--- src/verilog/esbt_regs.vh ---
/*
 * Constants of the external static bus timing controller: field widths,
 * area count, reset levels and recovery condition encoding.
 * Assumes inclusion by bare name from the design files.
 */
`ifndef ESBT_REGS_VH
`define ESBT_REGS_VH

// Number of chip-select areas and width of an area index
`define ESBT_AREAS 4
`define ESBT_AREA_W 2
// Width of every wait, delay and hold count (0 to 31 cycles)
`define ESBT_WAIT_W 5
// Width of the recovery length (1 to 15 cycles, 0 acts as 1)
`define ESBT_RECOV_W 4
// Recovery enable: bit index is {prev_write, next_write, other_area}
`define ESBT_RECOV_CONDS 8
// Address and data widths
`define ESBT_ADDR_W 24
`define ESBT_DATA_W 16
// Reset values
`define ESBT_RDATA_RST 16'h0000
`define ESBT_ADDR_RST 24'h000000

`endif

--- src/verilog/esbt_lane.v ---
/*
 * Byte-lane decoder for one bus piece: which data-bus lanes carry valid
 * bytes for the area's width, byte order and the piece's address.
 * Assumes pieces are either an aligned 16-bit word or a single byte.
 */
`timescale 1ns/1ps
`default_nettype none

module esbt_lane (
    input wire wide16,
    input wire big_endian,
    input wire word_piece,
    input wire addr0,
    output wire lane_lo,
    output wire lane_hi
);

    wire byte_hi;

    // Byte on high lane of a 16-bit area: odd address little-endian, even address big-endian
    assign byte_hi = wide16 & (addr0 ^ big_endian);
    assign lane_hi = wide16 & (word_piece | byte_hi);
    assign lane_lo = word_piece | ~byte_hi;

endmodule // esbt_lane

`default_nettype wire

--- src/verilog/esbt_ctrl.v ---
/*
 * External static-memory bus controller with four chip-select areas.
 * Each access runs through access and, if set, hold phases, with recovery first
 * when enabled; edges are placed by counting cycles against per-area settings and one shared recovery length.
 * Assumes requests and settings are synchronous to CLOCK and that the
 * requester keeps REQ and its fields steady until REQ_DONE.
 */
`timescale 1ns/1ps
`default_nettype none
`include "esbt_regs.vh"

module esbt_ctrl #(
    parameter AREAS = `ESBT_AREAS,
    parameter WW = `ESBT_WAIT_W
) (
    input wire CLOCK,
    input wire RESETN,
    input wire REQ,
    input wire REQ_WRITE,
    input wire REQ_WORD,
    input wire [`ESBT_AREA_W-1:0] REQ_AREA,
    input wire [`ESBT_ADDR_W-1:0] REQ_ADDR,
    input wire [`ESBT_DATA_W-1:0] REQ_WDATA,
    output reg REQ_DONE,
    output reg [`ESBT_DATA_W-1:0] REQ_RDATA,
    output reg BUSY,
    input wire [AREAS*WW-1:0] CFG_CS_ASSERT_DELAY,
    input wire [AREAS*WW-1:0] CFG_READ_STROBE_ASSERT_DELAY,
    input wire [AREAS*WW-1:0] CFG_READ_CYCLE_WAIT,
    input wire [AREAS*WW-1:0] CFG_READ_CS_HOLD,
    input wire [AREAS*WW-1:0] CFG_WRITE_DATA_OUT_DELAY,
    input wire [AREAS*WW-1:0] CFG_WRITE_STROBE_ASSERT_DELAY,
    input wire [AREAS*WW-1:0] CFG_WRITE_DATA_HOLD,
    input wire [AREAS*WW-1:0] CFG_WRITE_CYCLE_WAIT,
    input wire [AREAS*WW-1:0] CFG_WRITE_CS_HOLD,
    input wire [AREAS-1:0] CFG_AREA_WIDE16,
    input wire [AREAS-1:0] CFG_AREA_BIG_ENDIAN,
    input wire CFG_BYTE_STROBE_MODE,
    input wire [`ESBT_RECOV_W-1:0] CFG_RECOVERY_CYCLES,
    input wire [`ESBT_RECOV_CONDS-1:0] CFG_RECOVERY_ENABLE,
    input wire WAIT_N,
    input wire [`ESBT_DATA_W-1:0] DATA_I,
    output reg [`ESBT_ADDR_W-1:0] ADDR,
    output reg [AREAS-1:0] AREA_SELECT_N,
    output reg READ_STROBE_N,
    output reg WRITE_STROBE_N,
    output reg LOW_LANE_WRITE_STROBE_N,
    output reg HIGH_LANE_WRITE_STROBE_N,
    output reg LOW_LANE_SELECT_N,
    output reg HIGH_LANE_SELECT_N,
    output reg [`ESBT_DATA_W-1:0] DATA_O,
    output reg DATA_OE
);

    localparam [1:0] S_IDLE = 2'h0;
    localparam [1:0] S_ACCESS = 2'h1;
    localparam [1:0] S_HOLD = 2'h2;
    localparam [1:0] S_RECOV = 2'h3;

    reg [1:0] state, next_state;
    reg [WW-1:0] cnt, next_cnt;
    reg [`ESBT_AREA_W-1:0] area, next_area, prev_area, next_prev_area;
    reg wr, next_wr, prev_wr, next_prev_wr, prev_valid, next_prev_valid;
    reg split, next_split, second, next_second, word, next_word;
    reg [`ESBT_ADDR_W-1:0] addr, next_addr;
    reg [`ESBT_DATA_W-1:0] wdata, next_wdata, next_rdata;
    reg next_done;
    reg go, p_wr, p_valid;
    reg [`ESBT_AREA_W-1:0] p_area;
    reg [WW-1:0] c_cs, c_strobe, c_wait, c_cshold, c_dout, c_dhold, c_hold;
    reg [WW-1:0] rec_len;
    reg [7:0] byte_in, byte_out;
    reg cs_on, rd_on, wr_on, d_on;
    wire cur_lo, cur_hi, nxt_lo, nxt_hi;

    ////////////////////////////////////////////////////////////////////////
    // Lane decode for the piece in progress and for the coming piece
    esbt_lane u_lane_cur (
        .wide16(CFG_AREA_WIDE16[area]),
        .big_endian(CFG_AREA_BIG_ENDIAN[area]),
        .word_piece(word),
        .addr0(addr[0]),
        .lane_lo(cur_lo),
        .lane_hi(cur_hi)
    );

    esbt_lane u_lane_nxt (
        .wide16(CFG_AREA_WIDE16[next_area]),
        .big_endian(CFG_AREA_BIG_ENDIAN[next_area]),
        .word_piece(next_word),
        .addr0(next_addr[0]),
        .lane_lo(nxt_lo),
        .lane_hi(nxt_hi)
    );

    ////////////////////////////////////////////////////////////////////////
    // Settings of the area and direction of the coming cycle
    always @* begin
        c_cs = CFG_CS_ASSERT_DELAY[next_area*WW +: WW];
        if (next_wr) begin
            c_strobe = CFG_WRITE_STROBE_ASSERT_DELAY[next_area*WW +: WW];
            c_wait = CFG_WRITE_CYCLE_WAIT[next_area*WW +: WW];
            c_cshold = CFG_WRITE_CS_HOLD[next_area*WW +: WW];
            c_dout = CFG_WRITE_DATA_OUT_DELAY[next_area*WW +: WW];
            c_dhold = CFG_WRITE_DATA_HOLD[next_area*WW +: WW];
        end else begin
            c_strobe = CFG_READ_STROBE_ASSERT_DELAY[next_area*WW +: WW];
            c_wait = CFG_READ_CYCLE_WAIT[next_area*WW +: WW];
            c_cshold = CFG_READ_CS_HOLD[next_area*WW +: WW];
            c_dout = {WW{1'b0}};
            c_dhold = {WW{1'b0}};
        end
        // Hold phase covers the longer of select hold and data hold
        c_hold = (c_dhold > c_cshold) ? c_dhold : c_cshold;
        rec_len = (CFG_RECOVERY_CYCLES == {`ESBT_RECOV_W{1'b0}}) ?
            {{(WW-`ESBT_RECOV_W){1'b0}}, 4'h1} :
            {{(WW-`ESBT_RECOV_W){1'b0}}, CFG_RECOVERY_CYCLES};
    end

    ////////////////////////////////////////////////////////////////////////
    // Read byte taken from the piece's lane, write byte for the piece
    always @* begin
        byte_in = cur_hi ? DATA_I[15:8] : DATA_I[7:0];
        // First piece of a split word is the low-address byte
        if (next_split && (next_second ^ CFG_AREA_BIG_ENDIAN[next_area]))
            byte_out = next_wdata[15:8];
        else
            byte_out = next_wdata[7:0];
    end

    ////////////////////////////////////////////////////////////////////////
    // Sequencer: request take, access, hold, split and recovery
    always @* begin
        next_state = state;
        next_cnt = cnt;
        next_area = area;
        next_wr = wr;
        next_addr = addr;
        next_wdata = wdata;
        next_split = split;
        next_second = second;
        next_word = word;
        next_prev_area = prev_area;
        next_prev_wr = prev_wr;
        next_prev_valid = prev_valid;
        next_rdata = REQ_RDATA;
        next_done = 1'b0;
        go = 1'b0;
        p_wr = prev_wr;
        p_area = prev_area;
        p_valid = prev_valid;
        case (state)
            S_IDLE: begin
                if (REQ && !REQ_DONE) begin
                    go = 1'b1;
                    next_area = REQ_AREA;
                    next_wr = REQ_WRITE;
                    next_addr = REQ_ADDR;
                    next_wdata = REQ_WDATA;
                    next_second = 1'b0;
                    next_split = REQ_WORD &
                        (~CFG_AREA_WIDE16[REQ_AREA] | REQ_ADDR[0]);
                    next_word = REQ_WORD & ~next_split;
                    next_rdata = `ESBT_RDATA_RST;
                end
            end
            S_ACCESS: begin
                if (cnt < c_wait) begin
                    next_cnt = cnt + 1'b1;
                end else if (WAIT_N) begin
                    if (!wr) begin
                        if (word)
                            next_rdata = DATA_I;
                        else if (!split)
                            next_rdata = {8'h00, byte_in};
                        else if (second ^ CFG_AREA_BIG_ENDIAN[area])
                            next_rdata[15:8] = byte_in;
                        else
                            next_rdata[7:0] = byte_in;
                    end
                    next_cnt = {WW{1'b0}};
                    if (c_hold != {WW{1'b0}})
                        next_state = S_HOLD;
                    else
                        next_state = S_IDLE;
                end
            end
            S_HOLD: begin
                if (cnt + 1'b1 < c_hold)
                    next_cnt = cnt + 1'b1;
                else
                    next_state = S_IDLE;
            end
            default: begin
                if (cnt + 1'b1 < rec_len) begin
                    next_cnt = cnt + 1'b1;
                end else begin
                    next_cnt = {WW{1'b0}};
                    next_state = S_ACCESS;
                end
            end
        endcase
        // End of a piece: record it, then run the second half or finish
        if (state != S_IDLE && state != S_RECOV && next_state == S_IDLE) begin
            next_prev_area = area;
            next_prev_wr = wr;
            next_prev_valid = 1'b1;
            p_wr = wr;
            p_area = area;
            p_valid = 1'b1;
            if (split && !second) begin
                go = 1'b1;
                next_second = 1'b1;
                next_addr = addr + 1'b1;
            end else begin
                next_done = 1'b1;
            end
        end
        // Start of a piece, with recovery when its condition is enabled
        if (go) begin
            next_cnt = {WW{1'b0}};
            if (p_valid && CFG_RECOVERY_ENABLE[{p_wr, next_wr,
                    p_area != next_area}])
                next_state = S_RECOV;
            else
                next_state = S_ACCESS;
        end
    end

    ////////////////////////////////////////////////////////////////////////
    // Pin levels for the coming cycle
    always @* begin
        cs_on = (next_state == S_ACCESS && next_cnt >= c_cs) ||
            (next_state == S_HOLD && next_cnt < c_cshold);
        rd_on = next_state == S_ACCESS && !next_wr &&
            next_cnt >= c_strobe;
        wr_on = next_state == S_ACCESS && next_wr &&
            next_cnt >= c_strobe;
        d_on = next_wr && ((next_state == S_ACCESS &&
            next_cnt >= c_dout) ||
            (next_state == S_HOLD && next_cnt < c_dhold));
    end

    ////////////////////////////////////////////////////////////////////////
    // State and output flip-flops
    always @(posedge CLOCK or negedge RESETN) begin
        if (!RESETN) begin
            state <= S_IDLE;
            cnt <= {WW{1'b0}};
            area <= {`ESBT_AREA_W{1'b0}};
            prev_area <= {`ESBT_AREA_W{1'b0}};
            wr <= 1'b0;
            prev_wr <= 1'b0;
            prev_valid <= 1'b0;
            split <= 1'b0;
            second <= 1'b0;
            word <= 1'b0;
            addr <= `ESBT_ADDR_RST;
            wdata <= `ESBT_RDATA_RST;
            REQ_DONE <= 1'b0;
            REQ_RDATA <= `ESBT_RDATA_RST;
            BUSY <= 1'b0;
            ADDR <= `ESBT_ADDR_RST;
            AREA_SELECT_N <= {AREAS{1'b1}};
            READ_STROBE_N <= 1'b1;
            WRITE_STROBE_N <= 1'b1;
            LOW_LANE_WRITE_STROBE_N <= 1'b1;
            HIGH_LANE_WRITE_STROBE_N <= 1'b1;
            LOW_LANE_SELECT_N <= 1'b1;
            HIGH_LANE_SELECT_N <= 1'b1;
            DATA_O <= `ESBT_RDATA_RST;
            DATA_OE <= 1'b0;
        end else begin
            state <= next_state;
            cnt <= next_cnt;
            area <= next_area;
            prev_area <= next_prev_area;
            wr <= next_wr;
            prev_wr <= next_prev_wr;
            prev_valid <= next_prev_valid;
            split <= next_split;
            second <= next_second;
            word <= next_word;
            addr <= next_addr;
            wdata <= next_wdata;
            REQ_DONE <= next_done;
            REQ_RDATA <= next_rdata;
            BUSY <= next_state != S_IDLE;
            ADDR <= next_addr;
            AREA_SELECT_N <= ~({{(AREAS-1){1'b0}}, cs_on} << next_area);
            READ_STROBE_N <= ~rd_on;
            // Byte-strobe mode: one strobe per written lane
            WRITE_STROBE_N <= ~(wr_on & ~CFG_BYTE_STROBE_MODE);
            LOW_LANE_WRITE_STROBE_N <= ~(wr_on & CFG_BYTE_STROBE_MODE &
                nxt_lo);
            HIGH_LANE_WRITE_STROBE_N <= ~(wr_on & CFG_BYTE_STROBE_MODE &
                nxt_hi);
            // Single-strobe mode: lane selects of the piece's lanes follow the area select
            LOW_LANE_SELECT_N <= ~(cs_on & ~CFG_BYTE_STROBE_MODE &
                nxt_lo);
            HIGH_LANE_SELECT_N <= ~(cs_on & ~CFG_BYTE_STROBE_MODE &
                nxt_hi);
            DATA_O <= next_word ? next_wdata : {byte_out, byte_out};
            DATA_OE <= d_on;
        end
    end

endmodule // esbt_ctrl

`default_nettype wire

--- config.mk ---
export PLATFORM = sky130hd
export DESIGN_NAME = esbt_ctrl
export DESIGN_NICKNAME = d
export VERILOG_FILES = /design/src/verilog/esbt_lane.v /design/src/verilog/esbt_ctrl.v
export VERILOG_INCLUDE_DIRS = /design/src /design/src/verilog
export SDC_FILE = /design/constraint.sdc
export NUM_CORES = 1
export LEC_CHECK = 0
export BUFFER_PORTS_ARGS = -buffer_cell sky130_fd_sc_hd__buf_2
export CAP_MARGIN = 20
export CORE_MARGIN = 2
export CORE_UTILIZATION = 45
export CTS_CLUSTER_DIAMETER = 30
export DETAILED_ROUTE_END_ITERATION = 10
export PLACE_DENSITY = 0.78
export SLEW_MARGIN = 20
export SYNTH_ARGS = -nofsm -noshare
export SYNTH_HDL_FRONTEND = slang
export SYNTH_HIERARCHICAL = 1
export SYNTH_SLANG_ARGS = --single-unit
--- constraint.sdc ---
create_clock -name CLOCK -period 7.9 [get_ports CLOCK]
set_input_delay 1.185 -clock CLOCK [delete_from_list [all_inputs] [get_ports CLOCK]]
set_output_delay 1.185 -clock CLOCK [all_outputs]
set_load 0.005 [all_outputs]
=== Yosys cells after proc, flatten, opt, wreduce, memory -nomap -nowiden ===
Index checks and enable logic that the tools add are counted.

* Register bits after elaboration: 102
* Input bits: 265
* Output and inout port bits: 69
* Logic and storage cells: 196

* Add/sub/neg operators: 2
* Multiply operators: 1
* $lt $le $gt $ge: 13
* Eq/ne operators: 12
* Shifts and indexed selects: 10
* Multiplexer cells: 72
* Bitwise gates (word level): 32
* Reduce and logical (&&, ||, !) cells: 29

{| class="wikitable"
|+ Operators by type and width
! kind !! number
|-
| variable part select 20 x 6 -> 5 bit || 9
|-
| two-way mux 16 bit || 9
|-
| two-way mux 24 bit || 4
|-
| two-way mux 5 bit || 11
|-
| two-way mux 8 bit || 4
|-
| case mux 16 bit (2 select lines) || 1
|-
| adder 24 x 1 -> 24 bit, second input constant || 1
|-
| two-way mux 1 bit || 24
|-
| less-than comparator 5 bit || 4
|-
| two-way mux 2 bit || 10
|-
| greater-or-equal comparator 5 bit || 3
|-
| logical AND 1 bit || 15
|-
| case mux 5 bit (3 select lines) || 1
|-
| AND 1 bit || 13
|-
| AND reduction 6 bit || 2
|-
| binary-select mux 1 bit (select 2 bit) || 5
|-
| inequality test 2 bit, second input constant || 5
|-
| NOT 1 bit || 10
|-
| less-than comparator 2 x 3 -> 1 bit, second input constant || 3
|-
| inequality test 4 bit, second input constant || 2
|-
| case mux 2 bit (3 select lines) || 1
|-
| nonzero test 2 bit || 3
|-
| adder 5 x 1 -> 5 bit, second input constant || 1
|-
| > comparator 5 bit || 1
|-
| 17 further kinds || 29
|}

=== Longest topological paths before layout ===
* Depth after elaboration: 29
* Depth in mapped cells: 38
* Depth with buffers taken out: 35

=== Cells and area by module ===
The synthesis kept the hierarchy.

{| class="wikitable"
|+ By module, submodules not included
! module !! times used !! cells each !! area an instance (µm²) !! seq. area each (µm²)
|-
| esbt_ctrl || 1 || 970 || 8102.8 || 2565.0
|-
| esbt_lane || 2 || 3 || 23.8 || 0.0
|}

=== Worst setup path after synthesis ===
No wires, ideal clock.

* Path type: input -> register
* From: input port REQ_AREA[0]
* To: register HIGH_LANE_SELECT_N
* Library setup time: 88 ps
* Arrival: 8069 ps
* Required time: 7812 ps
* Slack: -257 ps
* Stages: 32
* Buffers on the path: 8
* Cell sequence: buf_4 -> and4b_1 -> a21oi_4 -> buf_2 -> clkbuf_1 -> clkbuf_1 -> buf_1 -> clkbuf_1 -> nand2_1 -> a311oi_1 -> a31oi_1 -> ha_1 -> a21o_1 -> a21oi_1 -> o21ai_0 -> o32ai_1 -> o21a_1 -> nor2_1 -> a211oi_4 -> buf_4 -> nand2_1 -> nand2_1 -> clkbuf_1 -> nor3_1 -> ha_1 -> or3_1 -> a311oi_1 -> o31ai_1 -> o2bb2ai_1 -> nor4_1 -> a21o_1 -> or3b_1

* Elaborated cells on any way between the ends: 66
* Those cells by class: 1 x mul; 5 x order compare; 3 x eq/ne; 6 x shift; 32 x mux; 12 x bitwise; 7 x reduce/logical

{| class="wikitable"
|+ RTL lines
! what !! RTL line !! source
|-
| from (decl) || esbt_ctrl.v:21 || <nowiki>input wire [`ESBT_AREA_W-1:0] REQ_AREA,</nowiki>
|-
| two-way mux 2 bit * || esbt_ctrl.v:154 || <nowiki>if (REQ && !REQ_DONE) begin</nowiki>
|-
| two-way mux 2 bit * || esbt_ctrl.v:152 || <nowiki>case (state)</nowiki>
|-
| multiplier 2 x 3 -> 5 bit * || n/a ||
|-
| parallel branches: the longest is 12 deep, another holds > comparator 5 bit || n/a ||
|-
| two-way mux 5 bit * || esbt_ctrl.v:220 || <nowiki>if (go) begin</nowiki>
|-
| via next_cnt[4] || esbt_ctrl.v:61 || <nowiki>reg [WW-1:0] cnt, next_cnt;</nowiki>
|-
| greater-or-equal comparator 5 bit or less-than comparator 5 bit (tied branches) || esbt_ctrl.v:233, esbt_ctrl.v:234 ||
|-
| logical AND 1 bit, on equally long branches || esbt_ctrl.v:233, esbt_ctrl.v:234 ||
|-
| logical OR 1 bit * || esbt_ctrl.v:233 || <nowiki>cs_on = (next_state == S_ACCESS && next_cnt >= c_cs) ||</nowiki>
|-
| AND 1 bit * (2 in a row) || esbt_ctrl.v:301 || <nowiki>HIGH_LANE_SELECT_N <= ~(cs_on & ~CFG_BYTE_STROBE_MODE &</nowiki>
|-
| NOT 1 bit * || esbt_ctrl.v:301 ||
|-
| to (signal assigned) || esbt_ctrl.v:301 ||
|-
| to (decl) || esbt_ctrl.v:50 || <nowiki>output reg HIGH_LANE_SELECT_N,</nowiki>
|}

Mark *: on every way through the listed nets, which the timed path passes. The select of a mux whose other input is x is not followed.
A chain may end at the register's enable or synchronous reset.

=== Worst setup path in the final report ===
* From: input port REQ
* To: register HIGH_LANE_SELECT_N

* Elaborated cells on any way between the ends: 68
* Those cells by class: 1 x mul; 5 x order compare; 3 x eq/ne; 6 x shift; 38 x mux; 7 x bitwise; 8 x reduce/logical

{| class="wikitable"
|+ RTL lines
! what !! RTL line !! source
|-
| from (decl) || esbt_ctrl.v:18 || <nowiki>input wire REQ,</nowiki>
|-
| logical AND 1 bit * || esbt_ctrl.v:154 ||
|-
| parallel branches: the longest is 15 deep, another holds multiplier 2 x 3 -> 5 bit || n/a ||
|-
| two-way mux 5 bit * || esbt_ctrl.v:220 ||
|-
| via next_cnt[1] || esbt_ctrl.v:61 ||
|-
| greater-or-equal comparator 5 bit or less-than comparator 5 bit (tied branches) || esbt_ctrl.v:233, esbt_ctrl.v:234 ||
|-
| logical AND 1 bit, on equally long branches || esbt_ctrl.v:233, esbt_ctrl.v:234 ||
|-
| logical OR 1 bit * || esbt_ctrl.v:233 ||
|-
| AND 1 bit * (2 in a row) || esbt_ctrl.v:301 ||
|-
| NOT 1 bit * || esbt_ctrl.v:301 ||
|}

Marks and branches as above.

==> summary.txt <==
Run status
  • Status: completed

Synthesis
  • YS warnings: 6
  • Syn Nets: 1276
  • Syn_area_per_cell: between 8 and 9 um^2
  • Cells after Synth: 975
  • Synthesized area: 0.00814 mm^2

Worst setup path
  • R2R setup slack: roughly 570 ps
  • Data arrival, critical path: 7660 ps
  • Crit-path max FO: 12
  • Critical Path Source Type: primary input
  • Crit. End Element: register
  • CP peak stage delay: 370 ps
  • CP delay by family, top: compound AO/OA/AOI/OAI gates
  • Crit-path slowest cell: o32a_1
  • Worst endpoint required time: a little over 8000 ps
  • Number of cells on the critical path: 33
  • Crit path buffers/inverters: 5
  • CP most frequent cell: a21o_1
  • Crit Path Class: primary input to register
  • R2R depth: 33

GRT
  • Total overflow reported by the global router: 0
  • Largest net degree at the start of global routing: 63
  • GRT Total Usage: 0.279
  • First-pass GRT wire length: 43.5 mm
  • Vias in the first global route: 8442
  • Initial antenna violation count: 0

Clock tree
  • CTS root buffer: clkbuf_16
  • CTS Buf Count: 9
  • Post-CTS Hold Buffers: 0
  • Insertion delay to the later sink of the worst-skew pair: 350 ps
  • Clock Path Buffers: 2
  • Clk sinks: approximately 100
  • CTS tree: done
  • CTS clk-pin slew, worst paths: ~70 ps
  • Htree depth: 3

Detailed routing
  • Final ANT Viol Nets: 0
  • DR pass1 iterations: 5
  • DR iter-0 viols: 532
  • DR WL met2: 13.3 mm
  • Vias: 8627
  • Uppermost layer routed: met4
  • DR WL/cell: 17.8 um
  • Met1 wire length: 10.9 mm
  • Detailed-route DRC error count: 0
  • Routed wl met3: between 1.5 and 2 mm
  • Avg Vias per Cell: 5.66
  • Final WL: between 20 and 30 mm

Power
  • IR drop worst, VDD: 0.000240 V
  • Total power: approximately 4500 uW
  • P_leak: 0.00521 uW
  • PD cells: 431 mW/mm^2

Die
  • Die ar.: 0.0192 mm^2
  • Initial Util: 0.456
  • Die width: 139 um
  • IO Count: 334
  • Core Region: 0.0178 mm^2
  • Number of cell rows: 49
  • Die height: roughly 140 um

Placed design
  • Buffers on Ports: between 300 and 400
  • Post-DP HPWL: around 22 mm
  • Routability-driven placement congestion ratio: 0.961

STA
  • Final setup viols: 0
  • Slew margin rel.: 0.360
  • Worst Skew: 5.15 ps
  • Final worst path period need: ~7400 ps
  • Unrepaired setup endpoints after global routing: false
  • WHS: 477 ps
  • Slew Viols, Final: 0
  • Actual slew at the worst max-slew pin: 959 ps
  • Fin. Hold Viols: 0
  • Period utilization: 0.934
  • Setup TNS: 0 ps
  • Fmax: 135 MHz

Layout
  • Ratio of cells with drive above 1 in the final layout: 0.356
  • Ant diodes: 0
  • Synth-to-Final Area Change: 27.9%
  • Commonest non-fill, non-tap cell in the layout: buf_2
  • Most frequent cells in the layout: buf_2 (332), nand2_1 (182), dfrtp_1 (92)
  • # nets final: roughly 1600

Worst hold path
  • Hold Path Cell Cnt: 2
  • Worst Hold Class: register to register

Job
  • Max_cap viols: 0
## registers in the layout, indices dropped and copies added (netlist names), 4 cells and up
signal,count
addr,24
DATA_O,16
REQ_RDATA,16
wdata,16
cnt,5
AREA_SELECT_N,4
## report_power, final
group          internal, uW  switching (uW)  leakage (uW)  total [uW]
logic                  1270            1790       0.00385        3060
registers               758             174       0.00121         933
clock network           284             218      0.000160         502
## final cells by class
class,instances,area (um^2)
Clock buffer,10,229
Tap cell,229,287
Multi-Input combinational cell,755,5120
Clock inverter,6,103
Sequential cell,102,2560
Timing Repair Buffer,361,1880
Fill cell,1631,7430
Inverter,60,230
## tightest hold or removal path, delay by kind of cell, from the launching register on
family	cells	cell delay, ps
AO/OA/AOI/OAI	1	60
AND/OR/NAND/NOR	1	40
flip-flops	1	340
## per-stage QoR
step,area (um^2),util,cells,worst slack (ps)
after floorplan,8150,-,975,11.8
after global placement,10100,0.563,1505,263
after detailed placement,10100,0.563,1505,124
after CTS,10400,0.582,1521,462
after global routing,10400,0.584,1523,15.5
final,10400,0.584,1523,519
## per-layer routing
metal,global-route usage,up-vias
li1,-,4130
met1,0.357,4025
met2,0.473,410
met3,0.0436,62
met4,0.114,0
met5,0,-
## worst paths after layout
| kind | start | end |
|---|---|---|
| setup / recovery | REQ | HIGH_LANE_SELECT_N |
| hold / removal | REQ_RDATA[10] | REQ_RDATA[10] |
| setup reg to reg | state[1] | HIGH_LANE_SELECT_N |
| hold reg to reg | REQ_RDATA[10] | REQ_RDATA[10] |
| max in group asynchronous | RESETN | wr |
| min in group asynchronous | RESETN | addr[6] |
## what timing repair did
item | in CTS | in global routing
setup endpoints to repair | 0 | 10
setup buffers | 0 | 2
resized for setup | 0 | 5
(Power assumes the default switching activity.)
